$ cat src/hdl/eeprom_ctrl_consts.svh
// offsets, field positions, reset values and widths of the eeprom command/status block
`ifndef EEPROM_CTRL_CONSTS_SVH
`define EEPROM_CTRL_CONSTS_SVH

`define APB_ADDR_W 12
`define APB_DATA_W 32

`define OFF_CONTROLLER_MODE 12'h000
`define OFF_TRANSFER_LAUNCH 12'h004
`define OFF_TRANSFER_STATE 12'h008
`define OFF_IRQ_MASK 12'h00C

`define MODE_ON_BIT 0
`define MODE_SOFT_RST_BIT 1

`define EXEC_COUNT_HI 28
`define EXEC_COUNT_LO 24
`define EXEC_CMD_HI 18
`define EXEC_CMD_LO 16
`define EXEC_PTR_HI 15
`define EXEC_PTR_LO 0
`define EXEC_WR_MASK 32'h1F07_FFFF

`define STAT_DONE_BIT 0
`define STAT_BAD_BIT 1
`define STAT_RUN_BIT 8

`define RESET_WORD 32'h0000_0000

`define FAB_ADDR_W 11
`define BUF_IDX_W 5
`define BYTE_W 8
`define CNT_W 6
`define FULL_PAGE 6'h20
`define FLAG_N 2
`endif

$ cat src/hdl/eeprom_ctrl_pkg.sv
// types shared by the eeprom command/status block
`include "eeprom_ctrl_consts.svh"
package eeprom_ctrl_pkg;

  typedef enum logic [2:0] {
    CMD_ARRAY_READ = 3'h0,
    CMD_ARRAY_WRITE = 3'h1,
    CMD_FETCH_PROT = 3'h2,
    CMD_STORE_PROT = 3'h3
  } cmd_t;

  typedef struct packed {
    logic [`CNT_W-2:0] byte_count;
    logic [2:0] cmd;
    logic [`EXEC_PTR_HI:0] array_byte_pointer;
  } launch_t;

  typedef struct packed {
    logic req;
    logic wr;
    logic prot;
    logic [`FAB_ADDR_W-1:0] addr;
    logic [`BYTE_W-1:0] wdata;
  } fab_req_t;

  typedef struct packed {
    logic [`BUF_IDX_W-1:0] raddr;
    logic we;
    logic [`BUF_IDX_W-1:0] waddr;
    logic [`BYTE_W-1:0] wdata;
  } buf_req_t;

endpackage

$ cat src/hdl/sticky_flags.sv
// sticky event flags, set wins over write-one-to-clear
`timescale 1ns/1ps
`include "eeprom_ctrl_consts.svh"
module sticky_flags #(
  parameter int N = `FLAG_N
) (
  input wire logic pclk,
  input wire logic presetn,
  input wire logic sync_clr,
  input wire logic [N-1:0] set,
  input wire logic [N-1:0] clr,
  output logic [N-1:0] flags
);

  generate
    if (N < 1)
    begin : g_chk
      $error("sticky_flags needs at least one flag");
    end
  endgenerate

  genvar i;
  generate
    for (i = 0; i < N; i++)
    begin : g_flag
      always_ff @(posedge pclk or negedge presetn)
      begin
        if (!presetn)
          flags[i] <= 1'b0;
        else if (sync_clr)
          flags[i] <= 1'b0;
        else if (set[i])
          flags[i] <= 1'b1;
        else if (clr[i])
          flags[i] <= 1'b0;
      end
    end
  endgenerate

endmodule

$ cat src/hdl/xfer_seq.sv
// byte sequencer moving data between the eeprom fabric and the register buffer
`timescale 1ns/1ps
`include "eeprom_ctrl_consts.svh"
module xfer_seq (
  input wire logic pclk,
  input wire logic presetn,
  input wire logic sync_clr,
  input wire logic start,
  input eeprom_ctrl_pkg::launch_t launch,
  input wire logic fab_ack,
  input wire logic [`BYTE_W-1:0] fab_rdata,
  input wire logic [`BYTE_W-1:0] buf_rdata,
  output logic busy,
  output logic done,
  output eeprom_ctrl_pkg::fab_req_t fab_req,
  output eeprom_ctrl_pkg::buf_req_t buf_req
);
  import eeprom_ctrl_pkg::*;

  typedef enum logic [4:0] {
    S_IDLE = 5'b00001,
    S_FETCH = 5'b00010,
    S_LATCH = 5'b00100,
    S_ACCESS = 5'b01000,
    S_FINISH = 5'b10000
  } seq_state_t;

  seq_state_t state_r;
  logic [`CNT_W-1:0] left_r;
  logic [`BUF_IDX_W-1:0] idx_r;
  logic is_wr;
  logic is_prot;
  logic [`CNT_W-1:0] count_nxt;
  logic buf_we_r;
  logic [`BUF_IDX_W-1:0] buf_waddr_r;
  logic [`BYTE_W-1:0] buf_wdata_r;

  always_comb
  begin
    is_wr = (launch.cmd == CMD_ARRAY_WRITE) || (launch.cmd == CMD_STORE_PROT);
    is_prot = (launch.cmd == CMD_FETCH_PROT) || (launch.cmd == CMD_STORE_PROT);
    // protection bytes move exactly one byte
    if (is_prot)
      count_nxt = `CNT_W'(1);
    else if (launch.byte_count == '0)
      count_nxt = `FULL_PAGE;
    else
      count_nxt = {1'b0, launch.byte_count};
  end

  assign busy = (state_r != S_IDLE);
  assign done = (state_r == S_FINISH);
  assign buf_req = {idx_r, buf_we_r, buf_waddr_r, buf_wdata_r};

  always_ff @(posedge pclk or negedge presetn)
  begin
    if (!presetn)
    begin
      state_r <= S_IDLE;
      left_r <= '0;
      idx_r <= '0;
      fab_req <= '0;
    end
    else if (sync_clr)
    begin
      state_r <= S_IDLE;
      left_r <= '0;
      idx_r <= '0;
      fab_req <= '0;
    end
    else
    begin
      case (state_r)
        S_IDLE:
        begin
          if (start)
          begin
            left_r <= count_nxt;
            idx_r <= '0;
            fab_req.wr <= is_wr;
            fab_req.prot <= is_prot;
            // pointer only steers array commands
            fab_req.addr <= is_prot ? '0 : launch.array_byte_pointer[`FAB_ADDR_W-1:0];
            if (is_wr)
              state_r <= S_FETCH;
            else
            begin
              fab_req.req <= 1'b1;
              state_r <= S_ACCESS;
            end
          end
        end
        S_FETCH:
          state_r <= S_LATCH;
        S_LATCH:
        begin
          fab_req.wdata <= buf_rdata;
          fab_req.req <= 1'b1;
          state_r <= S_ACCESS;
        end
        S_ACCESS:
        begin
          if (fab_ack)
          begin
            fab_req.req <= 1'b0;
            left_r <= left_r - `CNT_W'(1);
            idx_r <= idx_r + `BUF_IDX_W'(1);
            fab_req.addr <= fab_req.addr + `FAB_ADDR_W'(1);
            if (left_r == `CNT_W'(1))
              state_r <= S_FINISH;
            else if (fab_req.wr)
              state_r <= S_FETCH;
            else
              fab_req.req <= 1'b1;
          end
        end
        S_FINISH:
          state_r <= S_IDLE;
        default:
          state_r <= S_IDLE;
      endcase
    end
  end

  // read bytes land in the buffer
  always_ff @(posedge pclk or negedge presetn)
  begin
    if (!presetn)
    begin
      buf_we_r <= 1'b0;
      buf_waddr_r <= '0;
      buf_wdata_r <= '0;
    end
    else
    begin
      buf_we_r <= (state_r == S_ACCESS) && fab_ack && !fab_req.wr && !sync_clr;
      if ((state_r == S_ACCESS) && fab_ack)
      begin
        buf_waddr_r <= idx_r;
        buf_wdata_r <= fab_rdata;
      end
    end
  end

endmodule

$ cat src/hdl/eeprom_command_status_ctrl.sv
// apb register file, command launch, status flags and interrupt of the eeprom controller
`timescale 1ns/1ps
`include "eeprom_ctrl_consts.svh"
module eeprom_command_status_ctrl #(
  parameter int FAB_ADDR_W = `FAB_ADDR_W,
  parameter int BUF_IDX_W = `BUF_IDX_W
) (
  input wire logic pclk,
  input wire logic presetn,
  input wire logic psel,
  input wire logic penable,
  input wire logic pwrite,
  input wire logic [`APB_ADDR_W-1:0] paddr,
  input wire logic [`APB_DATA_W-1:0] pwdata,
  output logic [`APB_DATA_W-1:0] prdata,
  output logic pready,
  output logic pslverr,
  output logic irq,
  output logic fabric_power_en,
  output logic block_local_reset,
  output eeprom_ctrl_pkg::fab_req_t fab_req,
  input wire logic fab_ack,
  input wire logic [`BYTE_W-1:0] fab_rdata,
  output eeprom_ctrl_pkg::buf_req_t buf_req,
  input wire logic [`BYTE_W-1:0] buf_rdata
);
  import eeprom_ctrl_pkg::*;

  ////////////////////////////////////////////////////////////////////////////////
  // elaboration checks

  generate
    if (FAB_ADDR_W != `FAB_ADDR_W)
    begin : g_fab_chk
      $error("fabric address width must match the 2K array");
    end
    if (BUF_IDX_W != `BUF_IDX_W)
    begin : g_buf_chk
      $error("buffer index width must match the 32-byte buffer");
    end
    if (`APB_DATA_W != 32)
    begin : g_data_chk
      $error("register words are 32 bits wide");
    end
    if (`EXEC_COUNT_HI - `EXEC_COUNT_LO + 2 != `CNT_W)
    begin : g_cnt_chk
      $error("count register must hold a full 32-byte page");
    end
    if (`FLAG_N <= `STAT_BAD_BIT)
    begin : g_flag_chk
      $error("status flags must cover both event bits");
    end
    if (FAB_ADDR_W > `EXEC_PTR_HI + 1)
    begin : g_ptr_chk
      $error("fabric address must fit in the pointer field");
    end
  endgenerate

  ////////////////////////////////////////////////////////////////////////////////
  // declarations

  logic controller_on_r;
  logic local_rst_r;
  launch_t launch_r;
  logic [1:0] irq_mask_r;
  logic [`FLAG_N-1:0] flags;
  logic [`FLAG_N-1:0] flag_set;
  logic [`FLAG_N-1:0] flag_clr;
  logic xfer_running;
  logic xfer_finished;
  logic [`APB_DATA_W-1:0] rd_nxt;
  logic [`APB_DATA_W-1:0] mode_word;
  logic [`APB_DATA_W-1:0] launch_word;
  logic [`APB_DATA_W-1:0] state_word;
  logic [`APB_DATA_W-1:0] mask_word;
  logic hit_mode;
  logic hit_launch;
  logic hit_state;
  logic hit_mask;
  logic hit_any;
  logic setup;
  logic access;
  logic wr;
  logic launch_wr;
  logic cmd_bad;
  logic launch_bad;
  logic launch_go;
  launch_t launch_in;

  ////////////////////////////////////////////////////////////////////////////////
  // apb decode

  always_comb
  begin
    hit_mode = 1'b0;
    hit_launch = 1'b0;
    hit_state = 1'b0;
    hit_mask = 1'b0;
    if (paddr == `OFF_CONTROLLER_MODE)
      hit_mode = 1'b1;
    else if (paddr == `OFF_TRANSFER_LAUNCH)
      hit_launch = 1'b1;
    else if (paddr == `OFF_TRANSFER_STATE)
      hit_state = 1'b1;
    else if (paddr == `OFF_IRQ_MASK)
      hit_mask = 1'b1;
  end

  assign hit_any = hit_mode | hit_launch | hit_state | hit_mask;
  assign setup = psel & ~penable;
  assign access = psel & penable;
  assign wr = access & pwrite & hit_any;
  assign pready = 1'b1;
  assign pslverr = access & ~hit_any;

  ////////////////////////////////////////////////////////////////////////////////
  // command qualification

  always_comb
  begin
    launch_in.byte_count = pwdata[`EXEC_COUNT_HI:`EXEC_COUNT_LO];
    launch_in.cmd = pwdata[`EXEC_CMD_HI:`EXEC_CMD_LO];
    launch_in.array_byte_pointer = pwdata[`EXEC_PTR_HI:`EXEC_PTR_LO];
  end

  assign launch_wr = wr & hit_launch;
  // only the four defined codes are legal
  assign cmd_bad = (launch_in.cmd > 3'(CMD_STORE_PROT));
  // writing while a transfer runs is illegal
  assign launch_bad = launch_wr & (xfer_running | cmd_bad);
  // start only when legal and powered
  assign launch_go = launch_wr & ~xfer_running & ~cmd_bad & controller_on_r;

  ////////////////////////////////////////////////////////////////////////////////
  // local reset pulse

  always_ff @(posedge pclk or negedge presetn)
  begin
    if (!presetn)
      local_rst_r <= 1'b0;
    else
      local_rst_r <= wr & hit_mode & pwdata[`MODE_SOFT_RST_BIT];
  end

  // system reset asserts the local reset too
  assign block_local_reset = local_rst_r | ~presetn;

  ////////////////////////////////////////////////////////////////////////////////
  // controller mode

  always_ff @(posedge pclk or negedge presetn)
  begin
    if (!presetn)
      controller_on_r <= 1'b0;
    else if (local_rst_r)
      controller_on_r <= 1'b0;
    else if (wr & hit_mode)
      controller_on_r <= pwdata[`MODE_ON_BIT];
  end

  assign fabric_power_en = controller_on_r;

  ////////////////////////////////////////////////////////////////////////////////
  // transfer launch register

  always_ff @(posedge pclk or negedge presetn)
  begin
    if (!presetn)
      launch_r <= '0;
    else if (local_rst_r)
      launch_r <= '0;
    else if (launch_wr & ~launch_bad)
      launch_r <= launch_in;
  end

  ////////////////////////////////////////////////////////////////////////////////
  // interrupt mask, kept over the local reset

  always_ff @(posedge pclk or negedge presetn)
  begin
    if (!presetn)
      irq_mask_r <= 2'h0;
    else if (wr & hit_mask)
      irq_mask_r <= pwdata[1:0];
  end

  ////////////////////////////////////////////////////////////////////////////////
  // transfer sequencer

  xfer_seq u_seq (
    .pclk(pclk),
    .presetn(presetn),
    .sync_clr(local_rst_r),
    .start(launch_go),
    .launch(launch_in),
    .fab_ack(fab_ack),
    .fab_rdata(fab_rdata),
    .buf_rdata(buf_rdata),
    .busy(xfer_running),
    .done(xfer_finished),
    .fab_req(fab_req),
    .buf_req(buf_req)
  );

  ////////////////////////////////////////////////////////////////////////////////
  // status flags

  always_comb
  begin
    flag_set = '0;
    flag_set[`STAT_DONE_BIT] = xfer_finished;
    flag_set[`STAT_BAD_BIT] = launch_bad;
    flag_clr = '0;
    if (wr & hit_state)
      flag_clr = pwdata[`FLAG_N-1:0];
  end

  sticky_flags #(
    .N(`FLAG_N)
  ) u_flags (
    .pclk(pclk),
    .presetn(presetn),
    .sync_clr(local_rst_r),
    .set(flag_set),
    .clr(flag_clr),
    .flags(flags)
  );

  ////////////////////////////////////////////////////////////////////////////////
  // interrupt

  always_comb
  begin
    irq = 1'b0;
    if (flags[`STAT_BAD_BIT] & irq_mask_r[`STAT_BAD_BIT])
      irq = 1'b1;
    if (flags[`STAT_DONE_BIT] & irq_mask_r[`STAT_DONE_BIT])
      irq = 1'b1;
  end

  ////////////////////////////////////////////////////////////////////////////////
  // register words as software reads them

  always_comb
  begin
    mode_word = `RESET_WORD;
    mode_word[`MODE_ON_BIT] = controller_on_r;
    launch_word = `RESET_WORD;
    launch_word[`EXEC_COUNT_HI:`EXEC_COUNT_LO] = launch_r.byte_count;
    launch_word[`EXEC_CMD_HI:`EXEC_CMD_LO] = launch_r.cmd;
    launch_word[`EXEC_PTR_HI:`EXEC_PTR_LO] = launch_r.array_byte_pointer;
    state_word = `RESET_WORD;
    state_word[`STAT_RUN_BIT] = xfer_running;
    state_word[`STAT_BAD_BIT] = flags[`STAT_BAD_BIT];
    state_word[`STAT_DONE_BIT] = flags[`STAT_DONE_BIT];
    mask_word = `RESET_WORD;
    mask_word[1:0] = irq_mask_r;
  end

  ////////////////////////////////////////////////////////////////////////////////
  // read data, captured in the setup cycle

  always_comb
  begin
    rd_nxt = `RESET_WORD;
    if (hit_mode)
      rd_nxt = mode_word;
    else if (hit_launch)
      rd_nxt = launch_word;
    else if (hit_state)
      rd_nxt = state_word;
    else if (hit_mask)
      rd_nxt = mask_word;
  end

  always_ff @(posedge pclk or negedge presetn)
  begin
    if (!presetn)
      prdata <= `RESET_WORD;
    else if (setup & ~pwrite)
      prdata <= rd_nxt;
  end

endmodule

$ cat config.mk
export PLATFORM = sky130hd
export DESIGN_NAME = eeprom_command_status_ctrl
export DESIGN_NICKNAME = d
export VERILOG_FILES = /design/src/hdl/eeprom_ctrl_pkg.sv /design/src/hdl/sticky_flags.sv /design/src/hdl/xfer_seq.sv /design/src/hdl/eeprom_command_status_ctrl.sv
export VERILOG_INCLUDE_DIRS = /design/src /design/src/hdl
export SDC_FILE = /design/constraint.sdc
export NUM_CORES = 1
export LEC_CHECK = 0
export BUFFER_PORTS_ARGS = -buffer_cell sky130_fd_sc_hd__buf_2
export CAP_MARGIN = 40
export CORE_MARGIN = 3
export CORE_UTILIZATION = 44
export CTS_BUF_LIST = sky130_fd_sc_hd__clkbuf_4 sky130_fd_sc_hd__clkbuf_8 sky130_fd_sc_hd__clkbuf_16
export DETAILED_ROUTE_END_ITERATION = 16
export GPL_TIMING_DRIVEN = 0
export PLACE_DENSITY_LB_ADDON = 0.05
export SLEW_MARGIN = 10
export SYNTH_ARGS = -nofsm -noshare
export SYNTH_HDL_FRONTEND = slang
export SYNTH_SLANG_ARGS = --single-unit
$ cat constraint.sdc
create_clock -name pclk -period 2.4 [get_ports pclk]
set_input_delay 0.48 -clock pclk [delete_from_list [all_inputs] [get_ports pclk]]
set_output_delay 0.48 -clock pclk [all_outputs]
set_load 0.05 [all_outputs]
[Word-level counts from Yosys, hierarchy flattened]
Index checks and enable logic that the tools add are counted.
Operators by class
  equality and inequality tests: 17
  multiply operators: 0
  $lt $le $gt $ge: 1
  add/subtract/negate cells: 3
  divide/modulo/power cells: 0
  multiplexer cells: 56
  shift operators: 0
  bitwise operators: 30
  reduce and logical (&&, ||, !) cells: 22
Operator list (number)
  $mux 29: 2
  $mux 24: 2
  $mux 5: 8
  $mux 6: 5
  $eq 12x4->1 const B: 2
  $mux 1: 24
  $mux 11: 2
  $mux 22: 1
  $pmux 11 s2: 1
  $pmux 5 s4: 1
  $and 1x1->1: 18
  $mux 14: 1
  $eq 12x3->1 const B: 1
  $logic_not 12->1: 1
  $pmux 6 s2: 1
  $add 11x1->11 const B: 1
  $pmux 5 s2: 1
  $reduce_bool 2->1: 5
  $mux 9: 1
  $ne 3x3->1 const B: 3
  $reduce_bool 3->1: 3
  $mux 8: 1
  $not 1->1: 7
  $eq 3x2->1 const B: 2
  other kinds (24): 35
Storage, ports and cells
  memories: 0
  bits in registers: 114
  output and inout bits: 78
  bits in writable memories: 0
  ROM bits: 0
  bits in latches: 0

[Logic depth before layout (Yosys ltp)]
Gate-level depths: netlist (run 1).
  word-level depth: 14
  mapped depth: 7
  mapped depth without buffers: 6

[Cells and area by module]
A second synthesis (run 1) with hierarchy kept.
Second synthesis, totals
  cell total of the unflattened synthesis: 496
  area, all modules: 5129.9 um^2
Modules (own cells, without submodules)
  xfer_seq: cells each 269, instances 1, seq. area each 1302.5 um^2, area each 2705.1 um^2
  eeprom_command_status_ctrl: cells each 219, instances 1, seq. area each 1301.2 um^2, area each 2344.7 um^2
  sticky_flags: cells each 8, instances 1, seq. area each 50.0 um^2, area each 80.1 um^2

[Worst setup path after synthesis (run 1)]
Ideal clock, no wire load.
  path kind: register -> register
  start: register, netlist name u_seq.fab_req[8]
  end: register, netlist name u_seq.fab_req[16]
  data required time: 2318 ps
  path slack: 343 ps
  arrival: 1975 ps
  stages on the path, launching flop included: 7
  period minus slack after synthesis: 2057 ps
  setup time: 82 ps
  cell sequence: dfrtp_1 -> ha_1 -> nand3_1 -> o32ai_1 -> a221oi_1 -> a311o_1 -> a31oi_1
Between the ends
  word-level cells in the longest chain between the ends: 4
Ends and longest elaborated chain
  $add 11x1->11: line xfer_seq.sv:108  | fab_req.addr <= fab_req.addr + `FAB_ADDR_W'(1);
  $mux 11: line xfer_seq.sv:103  | if (fab_ack)
  $pmux 11 s2: line xfer_seq.sv:73  | case (state_r)
  $mux 22: line xfer_seq.sv:64  | else if (sync_clr)
Every way passes these cells. The select of a mux whose other input is x is not followed.
A chain may end at the register's enable or synchronous reset.

[Worst setup path after layout (run 1)]
  start: register u_seq.state_r[0]
  end: register u_seq.buf_wdata_r[7]
Between the ends
  word-level cells in the longest chain between the ends: 2
Ends and longest elaborated chain
  from (decl): line xfer_seq.sv:28  | seq_state_t state_r;
  from (signal assigned): line xfer_seq.sv:59  | state_r <= S_IDLE;
  from (signal assigned): line xfer_seq.sv:66  | state_r <= S_IDLE;
  from (signal assigned): line xfer_seq.sv:85  | state_r <= S_FETCH;
  $eq 5x4->1: line xfer_seq.sv:137  | if ((state_r == S_ACCESS) && fab_ack)
  $logic_and 1x1->1: line xfer_seq.sv:137
  to (signal assigned): line xfer_seq.sv:140  | buf_wdata_r <= fab_rdata;
  to (decl): line xfer_seq.sv:36  | logic [`BYTE_W-1:0] buf_wdata_r;
Every way passes these cells.

==> impl_metrics.env, run 1 <==
export IMPL_synth_most_common_cell="nand2_1"
export IMPL_initial_core_util_pct=46.00
export IMPL_critPathRequiredTime_ps=2690
export IMPL_die_w_um=113.6
export IMPL_status="complete, no violations"
export IMPL_place_inst=805
export IMPL_synth_top_area_share_pct=51.56
export IMPL_clkLatencyLatePin_ps=350
export IMPL_postSynthCellCount=534
export IMPL_hold_violations=0
export IMPL_post_place_ws_ps=-6.098
export IMPL_p_comb_share_pct=12.6
export IMPL_swShare_pct=27.72
export IMPL_fmax_ghz=0.4470
export IMPL_period_minus_slack_ps=2237
export IMPL_rows=38
export IMPL_setup_viol=0
export IMPL_worstPathArrival_ps=2530
export IMPL_setup_worst_path_end_class="register"
export IMPL_synthTopCellsByCount="nand2_1, dfrtp_1, nor2_1"
export IMPL_dp_hpwl_um=10640
export IMPL_grt_max_degree=78
export IMPL_clkSlewWorstSetupHoldPaths_ps=70
export IMPL_leakage_uw=0.003232
export IMPL_die_area_mm2=0.01291
export IMPL_cp_max_fo=10
export IMPL_ant_nets=0
export IMPL_ys_ff_latch=106
export IMPL_slew_headroom_pct=41.68
export IMPL_avgSynthCellArea_um2=9.543
export IMPL_tightest_slew_ps=870.1
export IMPL_grt_pass1_wl_um=23440
export IMPL_fill_cells=1024
export IMPL_ys_seq_area_share_pct=52.07
export IMPL_synth_edf_count=0
export IMPL_power_uw=3792
export IMPL_drv_cap=0
export IMPL_yosysWarnings=0
export IMPL_stdcell_count=821
export IMPL_grt_overflow=0
export IMPL_die_y_um=113.6
export IMPL_power_density_mw_per_mm2=607.6
export IMPL_tritoncts="done"
export IMPL_n_antenna_cell=0
export IMPL_final_nets=746
export IMPL_drt_iter0_markers=427
export IMPL_vias=4543
export IMPL_grt_usage_pct=23.13
export IMPL_synth_largest_area_cell="dfrtp_1"
export IMPL_drive_gt1_share_pct=26.73
export IMPL_final_max_slew_violation_count=0
export IMPL_critPathKind="reg2reg"
export IMPL_core_mm2=0.01108
export IMPL_syn_area_mm2=0.005096
export IMPL_layout_setup_ws_ps=162.7
export IMPL_async_reset_ff_share_pct=100.0
export IMPL_min_period_over_period_pct=93.22
export IMPL_p_switching_uw=1051
export IMPL_place_area_mm2=0.005947
export IMPL_p_int_uw=2741
export IMPL_wirelength_um=14630
export IMPL_area_growth_pct=22.47
export IMPL_drc=0
export IMPL_cts_buffer_depth=2
export IMPL_post_cts_buffers=0
export IMPL_cts_buffers=9
export IMPL_skew_ps=9.810
export IMPL_viasPerCell=5.533
export IMPL_cts_root_buf="clkbuf_16"
export IMPL_place_gp_congestion=0.9186
export IMPL_synth_area_leaders="dfrtp_1, nand2_1, a21oi_1"
export IMPL_ios=144
export IMPL_cts_sinks=106
export IMPL_drtPass1Iterations=5
export IMPL_grt_pass1_vias=4349
export IMPL_design_area_mm2=0.006241
export IMPL_start_kind="register"
export IMPL_power_frac_seq_pct=48.4
export IMPL_vdd_drop_max_uv=342.8
export IMPL_io_buffers=123
export IMPL_min_path_type="in2async"
export IMPL_htreeDepth=3
export IMPL_ys_types=63
export IMPL_routedWlPerCell_um=17.82
export IMPL_ys_flop_type="dfrtp_1"
export IMPL_antenna_found_initial=0
export IMPL_power_frac_clock_pct=39.0
export IMPL_rsz0062_at_grt="no"
==> state kept, by name, summed over array words and instances (netlist names) <==
register,flops
u_seq.fab_req,22
local_rst_r,1
u_seq.idx_r,5
irq_mask_r,2
u_seq.buf_waddr_r,5
u_seq.left_r,6
u_seq.state_r,5
u_seq.buf_wdata_r,8
prdata,24
u_seq.buf_we_r,1
fabric_power_en,1
u_flags.flags,2
launch_r,24
==> metrics by stage <==
step	utilization, %	TNS (ps)	hold slack [ps]
finish	56.34	0	3.102
floorplan	-	0	184.4
global route	56.34	0	15.29
detailed placement	53.68	-6.098	383.6
global placement	53.38	-38360	454.3
CTS	56.34	0	9.120
==> final cells by class <==
class	count	area [um^2]	area share, %
timing repair buffer	124	649.4	10.40
multi-input combinational	386	2221	35.59
sequential	106	2654	42.52
clock inverter	5	46.29	0.7418
clock buffer	11	246.5	3.949
buffer	42	221.5	3.549
inverter	7	27.53	0.4411
tap	140	175.2	2.807
==> worst max-delay path, stage by stage (launching register included) <==
cell and delay (ps):
dfstp_2 510, buf_2 190, nor3b_1 80, nand2_1 290, clkbuf_1 440, clkbuf_1 460, nand2_1 100, nand2_1 90
==> power by group through the flow <==
stage / clock network, uW / logic (uW) / registers, uW
2_1_floorplan: 0 / 249 / 1920
4_1_cts: 1500 / 477 / 1830
3_3_place_gp: 0 / 462 / 1870
5_1_grt: 1560 / 519 / 1840
6_report: 1480 / 479 / 1830
3_5_place_dp: 0 / 473 / 1870
==> final timing paths <==
path	to	slack (ps)	from	depth (start not counted)
hold / removal	prdata[0]	3	presetn	1
setup / recovery	u_seq.buf_wdata_r[7]	160	u_seq.state_r[0]	7
hold reg to reg	u_seq.buf_wdata_r[5]	470	u_seq.buf_wdata_r[5]	2
setup reg to reg	u_seq.buf_wdata_r[7]	160	u_seq.state_r[0]	7
min in group pclk	u_seq.buf_wdata_r[5]	310	fab_rdata[5]	3
max in group asynchronous	u_seq.left_r[0]	1720	presetn	2
==> cells in the final DEF (no fill, tap or decap), types with 7 or more instances in the layout <==
master	n
and3_1	9
nand3_1	15
clkbuf_16	9
o21ai_0	13
a311oi_1	7
a21oi_1	43
clkbuf_1	20
a22o_1	23
nand2_1	112
nor2_1	44
conb_1	9
nor3_1	14
dfrtp_1	105
buf_2	131
buf_4	10
mux2i_1	10
==> what timing repair did <==
action                     4_1_cts  5_1_grt
resized for setup                1        0
setup endpoints to repair        1        0
hold buffers                     0        0
==> metal layers <==
metal / vias up / wire, um / global-route usage [%]
li1: 2161 / - / -
met1: 2190 / 6442 / 32.68
met2: 171 / 6858 / 35.45
met3: 21 / 1111 / 6.207
met4: 0 / 215 / 6.010
met5: - / 0 / 0
==> cell families (layout without fill, tap and decap cells) <==
kind of cell	count (synthesis)	count (layout)	share of synthesized area, %
AO/OA/AOI/OAI	124	124	16.67
XOR/XNOR	2	2	0.3438
adder cells (fa/ha/maj)	4	4	0.9821
buffers and inverters	49	189	4.861
flip-flops	106	106	52.07
multiplexers	15	15	3.290
other	2	9	0.1474
AND/OR/NAND/NOR	232	232	21.63
No activity file was read; power rests on OpenSTA's default activity.
==> inputs of run 2 (changes only) <==
- PLACE_DENSITY: unset -> 0.69
- PLACE_DENSITY_LB_ADDON: 0.05 -> unset
==> impl_metrics.env, run 2 (synthesized netlist as in run 1, its figures left out) <==
export IMPL_grt_overflow=0
export IMPL_cts_buffers=9
export IMPL_setup_viol=0
export IMPL_post_cts_buffers=0
export IMPL_io_buffers=123
export IMPL_worstPathArrival_ps=2510
export IMPL_drv_cap=0
export IMPL_grt_pass1_vias=4548
export IMPL_path_cells="buf_2 -> nor3b_1 -> nand2_1 -> clkbuf_1 -> clkbuf_1 -> nand2_1 -> nand2_1"
export IMPL_setup_worst_path_end_class="register"
export IMPL_wirelength_um=14360
export IMPL_antenna_found_initial=0
export IMPL_final_max_slew_violation_count=0
export IMPL_min_path_type="in2async"
export IMPL_drt_iter0_markers=342
export IMPL_grt_usage_pct=22.52
export IMPL_min_period_over_period_pct=92.11
export IMPL_place_inst=806
export IMPL_dp_hpwl_um=10590
export IMPL_grt_pass1_wl_um=23170
export IMPL_ant_nets=0
export IMPL_fin_setup_tns_ps=0
export IMPL_layout_common_cells="buf_2, nand2_1, dfrtp_1"
export IMPL_slew_headroom_pct=47.51
export IMPL_use_met2_pct=37.10
export IMPL_n_antenna_cell=0
export IMPL_top_regs="launch_r: 24 flops, prdata: 24 flops, u_seq.fab_req: 22 flops"
export IMPL_initial_core_util_pct=46.00
export IMPL_hold_violations=0
export IMPL_drtPass1Iterations=5
export IMPL_stdcell_count=821
export IMPL_rows=38
export IMPL_ios=144
export IMPL_cp_max_fo=10
export IMPL_routedWlPerCell_um=17.49
export IMPL_grt_max_degree=56
export IMPL_cts_sinks=106
export IMPL_core_mm2=0.01108
export IMPL_post_route_util_pct=56.64
export IMPL_clkSlewWorstSetupHoldPaths_ps=80
export IMPL_ff2ff_path_depth=7
export IMPL_layout_commonest_cell="buf_2"
export IMPL_gr_usage_met3_pct=5.199
export IMPL_area_growth_pct=23.13
export IMPL_leakage_uw=0.003240
export IMPL_drive_gt1_share_pct=26.87
export IMPL_tritoncts="done"
export IMPL_drc=0
export IMPL_die_w_um=113.6
export IMPL_critPathMaxStageDelay_ps=510
export IMPL_power_uw=3780
export IMPL_viasPerCell=5.616
export IMPL_skew_ps=10.55
export IMPL_critPathRequiredTime_ps=2690
export IMPL_path_common_cell="nand2_1"
export IMPL_htreeDepth=3
export IMPL_vdd_drop_max_uv=451.3
export IMPL_vias=4611
export IMPL_tightest_slew_ps=783.1
export IMPL_fill_cells=1009
export IMPL_busiest_layer="met2"
export IMPL_cts_buffer_depth=2
export IMPL_place_gp_congestion=0.9093
export IMPL_fmax_ghz=0.4524
export IMPL_period_minus_slack_ps=2211
export IMPL_die_area_mm2=0.01291
export IMPL_power_density_mw_per_mm2=602.4
export IMPL_critPathKind="reg2reg"
export IMPL_start_kind="register"
export IMPL_clkLatencyLatePin_ps=360
export IMPL_status="complete, no violations"
export IMPL_design_area_mm2=0.006275
export IMPL_rsz0062_at_grt="no"
export IMPL_final_nets=746
export IMPL_die_y_um=113.6
export IMPL_place_area_mm2=0.005974
export IMPL_grt_use_met1_pct=29.71
export IMPL_critPathSlowestCell="dfstp_2"
export IMPL_cts_root_buf="clkbuf_16"
## run 2: area by class of cell
type | instances | area, um^2 | area share, %
Sequential cell | 106 | 2654 | 42.29
Multi-Input combinational cell | 386 | 2221 | 35.39
Timing Repair Buffer | 125 | 676.9 | 10.79
Clock buffer | 9 | 225.2 | 3.589
Buffer | 41 | 217.7 | 3.470
Tap cell | 140 | 175.2 | 2.792
Clock inverter | 7 | 77.57 | 1.236
Inverter | 7 | 27.53 | 0.4387
## run 2: critical path: cells and delay by family (launching register included)
family	cells	cell delay (ps)
buffers and inverters	3	1100
flip-flops	1	510
AND/OR/NAND/NOR	4	540
## run 2: stage by stage
stage	setup slack [ps]	hold WS, ps
floorplan	342.8	184.4
global placement	-784.0	454.8
detailed placement	-20.80	457.1
CTS	93.43	109.6
global route	7.151	119.2
finish	189.4	100.9
## run 2: final timing paths
kind	from	endpoint	slack, ps
worst max register to register	u_seq.state_r[0]	u_seq.buf_wdata_r[4]	190
worst min register to register	u_seq.buf_wdata_r[5]	u_seq.buf_wdata_r[5]	470
worst max-delay path	u_seq.state_r[0]	u_seq.buf_wdata_r[4]	190
worst min-delay path	presetn	prdata[8]	100
max in group asynchronous	presetn	u_seq.state_r[0]	2010
min in group pclk	fab_rdata[7]	u_seq.buf_wdata_r[7]	310
## run 2: layer usage
metal	vias to the layer above	wire (um)
li1	2160	-
met2	215	6945
met5	-	0
met3	27	1237
met4	0	227
met1	2209	5949
## run 2: where the power goes
| group | internal [uW] | leakage (uW) | total [uW] | switching, uW |
|---|---|---|---|---|
| Sequential | 1810 | 0.00142 | 1830 | 21.8 |
| Combinational | 169 | 0.00168 | 482 | 313 |
| Clock | 735 | 0.000143 | 1460 | 729 |
| Total | 2720 | 0.00324 | 3780 | 1060 |
## run 2: repair_timing
item / 4_1_cts / 5_1_grt
gates resized for setup: 1 / 0
hold buffers: 0 / 0
setup endpoints to repair: 1 / 1
